--- src/rtl/lbc_pkg.sv ---
package lbc_pkg;
  // Bus state machine encodings, one-hot
  typedef enum logic [5:0] {
    LBC_IDLE    = 6'h01,
    LBC_ADDR    = 6'h02,
    LBC_DATA    = 6'h04,
    LBC_RECOVER = 6'h08,
    LBC_HOLD    = 6'h10,
    LBC_CORE    = 6'h20
  } lbc_state_t;

  // Pin levels
  localparam logic LBC_KIND_CODE   = 1'b0;
  localparam logic LBC_KIND_DATA   = 1'b1;
  localparam logic LBC_DIR_RECEIVE = 1'b0;
  localparam logic LBC_DIR_XMIT    = 1'b1;
  localparam logic LBC_WR_READ     = 1'b0;
  localparam logic LBC_WR_WRITE    = 1'b1;

  // Internal memory controller wait count per data beat
  localparam logic [3:0] LBC_LOCAL_WAITS = 4'h1;
  // Burst length counter width
  localparam int LBC_BEAT_W = 2;
endpackage : lbc_pkg

--- src/rtl/lbc_top.sv ---
`timescale 1ns/100ps
`default_nettype none
module lbc_top (
  input  wire logic       mclk_in,
  input  wire logic       rst_n_in,
  input  wire logic       bus_reset_n_in,
  input  wire logic       core_hold_strap_in,
  input  wire logic       core_reset_clear_in,
  input  wire logic       float_all_strap_in,
  input  wire logic       halted_in,
  input  wire logic       req_valid_in,
  input  wire logic       req_write_in,
  input  wire logic       req_data_in,
  input  wire logic       req_atomic_in,
  input  wire logic [1:0] req_beats_in,
  input  wire logic       bus_request_in,
  input  wire logic       ready_recover_in,
  input  wire logic       use_local_ready_in,
  output logic            req_ready_out,
  output logic            beat_done_out,
  output logic            core_reset_out,
  output logic            clock_stop_out,
  output logic            access_kind_out,
  output logic            access_kind_oe_out,
  output logic            write_read_out,
  output logic            transceiver_direction,
  output logic            data_phase_enable,
  output logic            atomic_lock_n_out,
  output logic            atomic_lock_oe_out,
  output logic            bus_grant_out,
  output logic            ctrl_oe_out,
  output logic            local_ready_recover_out
);
  lbc_pkg::lbc_state_t state;
  lbc_pkg::lbc_state_t next_state;
  logic       kind;
  logic       next_kind;
  logic       wr;
  logic       next_wr;
  logic       den;
  logic       next_den;
  logic       lock_n;
  logic       next_lock_n;
  logic       grant;
  logic       next_grant;
  logic       atomic;
  logic       next_atomic;
  logic       second_half;
  logic       next_second_half;
  logic [1:0] beats;
  logic [1:0] next_beats;
  logic       core_rst;
  logic       next_core_rst;
  logic       floated;
  logic       next_floated;
  logic       bus_rst_d;
  logic       strap_core;
  logic       next_strap_core;
  logic       rdy;
  // Shared state decode and drive permission
  logic       in_idle;
  logic       in_data;
  logic       in_recover;
  logic       drive_ok;

  // Bus pins belong to us only when not floated and not handed over
  function automatic logic lbc_drives(input logic flt, input logic gnt);
    return !flt && !gnt;
  endfunction

  // A pending request takes the bus unless a locked pair is open
  function automatic logic lbc_hold_wins(input logic req,
                                         input logic lck_n);
    return req && lck_n;
  endfunction

  // Access kind pin level from the request's data flag
  function automatic logic lbc_kind_of(input logic is_data);
    return is_data ? lbc_pkg::LBC_KIND_DATA : lbc_pkg::LBC_KIND_CODE;
  endfunction

  // Write/read pin level from the request's write flag
  function automatic logic lbc_wr_of(input logic is_write);
    return is_write ? lbc_pkg::LBC_WR_WRITE : lbc_pkg::LBC_WR_READ;
  endfunction

  // Ready/recover is active low: low means the beat is sampled
  function automatic logic lbc_beat_ok(input logic rdy_level);
    return !rdy_level;
  endfunction

  // Last beat of an access when no extra beats remain
  function automatic logic lbc_last_beat(input logic [1:0] left);
    return left == 2'h0;
  endfunction

  // Closing access of an atomic pair drops the lock
  function automatic logic lbc_pair_ends(input logic is_atomic,
                                         input logic is_second);
    return is_atomic && is_second;
  endfunction

  // One-hot state test, used by several outputs
  function automatic logic lbc_in(input lbc_pkg::lbc_state_t cur,
                                  input lbc_pkg::lbc_state_t want);
    return cur == want;
  endfunction

  // State decode shared by handshakes and the ready generator
  assign in_idle    = lbc_in(state, lbc_pkg::LBC_IDLE);
  assign in_data    = lbc_in(state, lbc_pkg::LBC_DATA);
  assign in_recover = lbc_in(state, lbc_pkg::LBC_RECOVER);
  assign drive_ok   = lbc_drives(floated, grant);

  // Ready source: internal controller or external one
  assign rdy = use_local_ready_in ? local_ready_recover_out
                                  : ready_recover_in;

  // Internal memory controller ready generation
  lbc_ready_gen u_ready (
    .mclk_in                 (mclk_in),
    .rst_n_in                (rst_n_in),
    .data_state_in           (in_data),
    .recover_state_in        (in_recover),
    .local_ready_recover_out (local_ready_recover_out)
  );

  // Float strap capture; only sampled while reset holds
  always_comb begin
    next_floated = floated;
    if (!rst_n_in) begin
      next_floated = !float_all_strap_in;
    end
  end

  // Float mode outlives reset release, so no reset branch here
  always_ff @(posedge mclk_in) begin
    floated <= next_floated;
  end

  // Core hold strap capture and core reset release
  always_comb begin
    next_strap_core = strap_core;
    next_core_rst   = core_rst;
    if (!bus_reset_n_in) begin
      next_strap_core = core_hold_strap_in;
      next_core_rst   = 1'b1;
    end else if (!bus_rst_d) begin
      // First cycle after release: strap decides
      next_core_rst = !strap_core;
    end else if (core_rst && core_reset_clear_in) begin
      next_core_rst = 1'b0;
    end
  end

  // Reset-time capture is clocked, not async, so port levels are legal
  always_ff @(posedge mclk_in) begin
    strap_core <= next_strap_core;
    bus_rst_d  <= bus_reset_n_in;
    core_rst   <= next_core_rst;
  end

  // Bus state machine next values
  always_comb begin
    next_state       = state;
    next_kind        = kind;
    next_wr          = wr;
    next_den         = 1'b0;
    next_lock_n      = lock_n;
    next_grant       = grant;
    next_atomic      = atomic;
    next_second_half = second_half;
    next_beats       = beats;
    case (state)
      // Idle: hold request first, then a new access
      lbc_pkg::LBC_IDLE: begin
        // Request wins over new access unless locked sequence pending
        if (lbc_hold_wins(bus_request_in, lock_n)) begin
          next_state = lbc_pkg::LBC_HOLD;
          next_grant = 1'b1;
        end else if (req_valid_in && !core_rst) begin
          next_state  = lbc_pkg::LBC_ADDR;
          next_kind   = lbc_kind_of(req_data_in);
          next_wr     = lbc_wr_of(req_write_in);
          next_beats  = req_beats_in;
          next_atomic = req_atomic_in;
          if (req_atomic_in && !second_half) begin
            next_lock_n = 1'b0;
          end
        end
      end
      // Address: one cycle, data enable follows
      lbc_pkg::LBC_ADDR: begin
        next_state = lbc_pkg::LBC_DATA;
        next_den   = 1'b1;
      end
      // Data: ready high inserts a wait state
      lbc_pkg::LBC_DATA: begin
        next_den = 1'b1;
        if (lbc_beat_ok(rdy)) begin
          if (lbc_last_beat(beats)) begin
            next_state = lbc_pkg::LBC_RECOVER;
            next_den   = 1'b0;
            if (lbc_pair_ends(atomic, second_half)) begin
              next_lock_n = 1'b1;
            end
            next_second_half = atomic && !second_half;
          end else begin
            next_beats = beats - 2'h1;
          end
        end
      end
      // Recovery: slow parts release the bus before we drive again
      lbc_pkg::LBC_RECOVER: begin
        if (rdy) begin
          next_state = lbc_pkg::LBC_IDLE;
        end
      end
      // Hold: bus handed over until request drops
      lbc_pkg::LBC_HOLD: begin
        if (!bus_request_in) begin
          next_state = lbc_pkg::LBC_IDLE;
          next_grant = 1'b0;
        end
      end
      // Illegal code: recover to idle rather than lock up
      default: begin
        next_state = lbc_pkg::LBC_IDLE;
      end
    endcase
  end

  // Bus state registers; direction follows wr in every phase
  always_ff @(posedge mclk_in) begin
    if (!rst_n_in) begin
      state       <= lbc_pkg::LBC_IDLE;
      kind        <= lbc_pkg::LBC_KIND_DATA;
      wr          <= lbc_pkg::LBC_WR_READ;
      den         <= 1'b0;
      lock_n      <= 1'b1;
      grant       <= 1'b0;
      atomic      <= 1'b0;
      second_half <= 1'b0;
      beats       <= 2'h0;
    end else begin
      state       <= next_state;
      kind        <= next_kind;
      wr          <= next_wr;
      den         <= next_den;
      lock_n      <= next_lock_n;
      grant       <= next_grant;
      atomic      <= next_atomic;
      second_half <= next_second_half;
      beats       <= next_beats;
    end
  end

  // Handshakes toward the access source; refused while held or floated
  assign req_ready_out         = in_idle && !core_rst && !floated
                                 && !lbc_hold_wins(bus_request_in, lock_n);
  assign beat_done_out         = in_data && lbc_beat_ok(rdy);

  // Core and float status
  assign core_reset_out        = core_rst;
  assign clock_stop_out        = floated;

  // Pin levels from flip-flops; data enable inverted, grant masked by float
  assign access_kind_out       = kind;
  assign write_read_out        = wr;
  assign transceiver_direction = wr;
  assign data_phase_enable     = !den;
  assign atomic_lock_n_out     = lock_n;
  assign bus_grant_out         = grant && !floated;

  // Drive enables; floated or held bus stops driving
  assign atomic_lock_oe_out    = drive_ok;
  assign ctrl_oe_out           = drive_ok;
  assign access_kind_oe_out    = drive_ok;
endmodule // lbc_top
`default_nettype wire

--- src/rtl/lbc_ready_gen.sv ---
`timescale 1ns/100ps
`default_nettype none
// Local ready/recover generator for the internal memory controller
module lbc_ready_gen (
  input  wire logic mclk_in,
  input  wire logic rst_n_in,
  input  wire logic data_state_in,
  input  wire logic recover_state_in,
  output logic      local_ready_recover_out
);
  logic [3:0] wait_cnt;
  logic [3:0] next_wait_cnt;
  logic       next_rdy;

  // Low after fixed waits in data, high in recovery; same meaning as input
  always_comb begin
    next_wait_cnt = wait_cnt;
    next_rdy      = 1'b1;
    if (data_state_in) begin
      if (wait_cnt == lbc_pkg::LBC_LOCAL_WAITS) begin
        next_rdy      = 1'b0;
        next_wait_cnt = 4'h0;
      end else begin
        next_wait_cnt = wait_cnt + 4'h1;
      end
    end else if (recover_state_in) begin
      next_rdy      = 1'b1;
      next_wait_cnt = 4'h0;
    end else begin
      next_wait_cnt = 4'h0;
    end
  end

  always_ff @(posedge mclk_in) begin
    if (!rst_n_in) begin
      wait_cnt                <= 4'h0;
      local_ready_recover_out <= 1'b1;
    end else begin
      wait_cnt                <= next_wait_cnt;
      local_ready_recover_out <= next_rdy;
    end
  end
endmodule // lbc_ready_gen
`default_nettype wire

--- config.mk ---
export PLATFORM = sky130hd
export DESIGN_NAME = lbc_top
export DESIGN_NICKNAME = d
export VERILOG_FILES = /design/src/rtl/lbc_pkg.sv /design/src/rtl/lbc_top.sv /design/src/rtl/lbc_ready_gen.sv
export SDC_FILE = /design/constraint.sdc
export NUM_CORES = 1
export LEC_CHECK = 0
export ABC_AREA = 1
export ABC_CLOCK_PERIOD_IN_PS = 1800
export BUFFER_PORTS_ARGS = -buffer_cell sky130_fd_sc_hd__buf_2
export CORE_AREA = 2 2 66 43
export CTS_BUF_LIST = sky130_fd_sc_hd__clkbuf_2
export CTS_CLUSTER_DIAMETER = 30
export CTS_CLUSTER_SIZE = 25
export DETAILED_ROUTE_END_ITERATION = 7
export DIE_AREA = 0 0 68 45
export GPL_TIMING_DRIVEN = 0
export MAX_ROUTING_LAYER = met4
export PLACE_DENSITY = 0.73
export SYNTH_ARGS = -nofsm -noshare
export SYNTH_HDL_FRONTEND = slang
export SYNTH_SLANG_ARGS = --single-unit
--- constraint.sdc ---
create_clock -name mclk_in -period 1.8 [get_ports mclk_in]
set_clock_uncertainty 0.15 [all_clocks]
set_input_delay 0.27 -clock mclk_in [delete_from_list [all_inputs] [get_ports mclk_in]]
set_output_delay 0.27 -clock mclk_in [all_outputs]
set_load 0.03 [all_outputs]
==> results.json <==
{
  "synth-compound-area-share": 0.0766,
  "grt_pass1_wl_mm": 4.32,
  "netlist_top_cells_area": "dfxtp_1 (36%), nand2_1 (9.4%), nor2_1 (7.8%)",
  "yosysWarnings": 0,
  "cts_max_path_buffers": 2,
  "hold_viol_final": 0,
  "placementRows": 14,
  "finalSetupViolCount": 0,
  "ant_nets": 0,
  "wl_per_cell_um": 12.7,
  "cts_tree": "built",
  "synthMuxAreaShare": 0,
  "synth_top_family_by_area": "simple AND/OR/NAND/NOR gates",
  "ys.flop_type": "dfxtp_1",
  "regArea_um2": 494,
  "nFillCells": 204,
  "worst_pin_slew_ns": 0.254,
  "whs_ns": 0.103,
  "vias": 1207,
  "cts_root_buf": "clkbuf_2",
  "ioPinCount": 30,
  "rsz0062_at_grt": "yes",
  "synth_nets": 178,
  "worst-path-max-fanout": 5,
  "fmax_ghz": 0.563,
  "drive_gt1_frac": 0.338,
  "multi_input_area_um2": 612,
  "drv_cap": 0,
  "cts_made_buffers": 3,
  "die_w_um": 68,
  "hold_path_class": "primary input to register",
  "synth_common_cells": "nand2_1 (29), nor2_1 (24), inv_1 (22)",
  "cp-start-kind": "register",
  "drc": 0,
  "clock_latency_ns": 0.35,
  "ir_worst_vdd_mv": 0.563,
  "yosysMostFrequentCell": "nand2_1",
  "placed_cell_area_um2": 1350,
  "synth_adder_area_share": 0.0324,
  "nets": 227,
  "grt_max_degree": 15,
  "leakage_nw": 0.757,
  "cts.htree.levels": 1,
  "finalInstanceArea_um2": 1590,
  "synth-seq-cells": 23,
  "yosysTopAreaCell": "dfxtp_1",
  "coreArea_um2": 2420,
  "finalWirelength_mm": 3.02,
  "synth-xor-area-share": 0.0151,
  "synth_area_um2": 1160,
  "place_congestion": 0.893,
  "critPathKind": "register to output pin",
  "start_util": 0.480,
  "endpoint_kind": "output pin",
  "synth_top_area_frac": 0.362,
  "grt_pass1_vias": 1052,
  "async_flop_share": 0,
  "grt_overflow": 0,
  "antenna_found_initial": 0,
  "synth_enable_flop_cells": 2,
  "synthSimpleGateAreaFrac": 0.360,
  "drt_iter0_markers": 70,
  "clk_pin_slew_ns": 0.21,
  "first_pass_iters": 4,
  "via_per_inst": 5.05,
  "synth_cell_types": 26,
  "area_growth_pct": 37.4,
  "cp.arrival_ns": 1.36,
  "outcome": "finished, final reports clean",
  "port_buffers": 28,
  "period_needed_ns": 1.78,
  "die_area_um2": 3060,
  "powerDensity_nw_per_um2": 1280,
  "die_h_um": 45,
  "dp_hpwl_mm": 1.92,
  "worstPathRequired_ns": 1.38,
  "netlist_instances": 159,
  "avgSynthCellArea_um2": 7.29,
  "relSlewSlack": 0.831,
  "ys_seq_area_frac": 0.414,
  "cts.sinks": 23,
  "fin_crit_sh": 0.987,
  "drv_slew": 0,
  "num_antenna_cells": 0,
  "grtUsageTotal": 0.203
}
cell families (layout without fill, tap and decap cells):
kind of cell	after synthesis	in the layout
buffers and inverters	28	76
DFF	23	23
xor gates and xnor gates	2	2
adders and majority gates	3	3
and+or+nand+nor	87	87
AOI/OAI and AO/OA	16	16
cells in the final DEF (no fill, tap or decap), types with 2 or more instances in the layout:
cell            n
edfxtp_1        2
nand4_1         5
buf_4          13
o21ai_0         5
nand2_2         2
nand3_4         2
ha_1            3
nand2_1        29
clkbuf_2        3
nor2_4          5
nand3_1        12
dfxtp_4         3
nor2_1         22
dlygate4sd3_1   7
a21oi_1         7
dfxtp_1        16
buf_2          24
nor2_2          6
dfxtp_2         2
inv_1          22
buf_6           4
cell type report:
class,instances,area share
Buffer,4,0.0173
Clock buffer,3,0.00942
Clock inverter,1,0.00471
Inverter,24,0.0581
Multi-Input combinational cell,108,0.384
Sequential cell,23,0.310
Tap cell,32,0.0251
Timing Repair Buffer,44,0.192
critical path, stage by stage (launching register included):
cell     delay, ns
dfxtp_4       0.42
nor2_4        0.19
nand3_4       0.10
nor4_4        0.14
buf_6         0.16
stage by stage:
| step | setup WS, ns | total power, mW | cells | TNS [ns] | util |
|---|---|---|---|---|---|
| after floorplan | 0.0351 | 1.35 | 159 | 0 | - |
| after global placement | 0.254 | 1.52 | 219 | 0 | 0.557 |
| after detailed placement | 0.255 | 1.54 | 219 | 0 | 0.557 |
| after CTS | 0.000906 | 1.82 | 231 | 0 | 0.607 |
| after global routing | -0.0676 | 2.18 | 239 | -0.254 | 0.659 |
| final | 0.0241 | 2.04 | 239 | 0 | 0.659 |
power breakdown:
part           switching [mW]  internal, mW
registers              0.0919         0.625
logic                   0.682         0.425
clock network           0.161        0.0516
total                   0.935          1.10
path summary, 6_finish.rpt:
kind / start / end / slack (ns) / depth (start not counted)
worst max-delay path: state[3] / req_ready_out / 0.02 / 4
worst min-delay path: bus_request_in / grant / 0.10 / 3
worst max register to register: state[3] / beats[0] / 0.15 / 8
worst min register to register: strap_core / core_reset_out / 0.31 / 1
registers in the layout (all words and copies together), names as in the netlist:
| name | cells |
|---|---|
| access_kind_out | 1 |
| atomic | 1 |
| atomic_lock_n_out | 1 |
| beats | 2 |
| bus_rst_d | 1 |
| clock_stop_out | 1 |
| core_reset_out | 1 |
| den | 1 |
| grant | 1 |
| second_half | 1 |
| state | 5 |
| strap_core | 1 |
| transceiver_direction | 1 |
| u_ready.local_ready_recover_out | 1 |
| u_ready.wait_cnt | 4 |
per-layer routing:
layer	vias up	global-route usage	routed length, µm
li1	601	-	-
met1	543	0.237	1260
met2	53	0.344	1480
met3	10	0.0524	215
met4	0	0.0680	74
met5	-	-	0
timing repair:
item | 4_1_cts | 5_1_grt
gates resized for setup | 8 | 21
hold buffers | 6 | 1
pin swaps | 1 | 2
buffers inserted | 2 | 7
endpoints found under the setup margin | 2 | 4
hold endpoints to repair | 7 | 1
No activity file was read; power rests on OpenSTA's default activity.
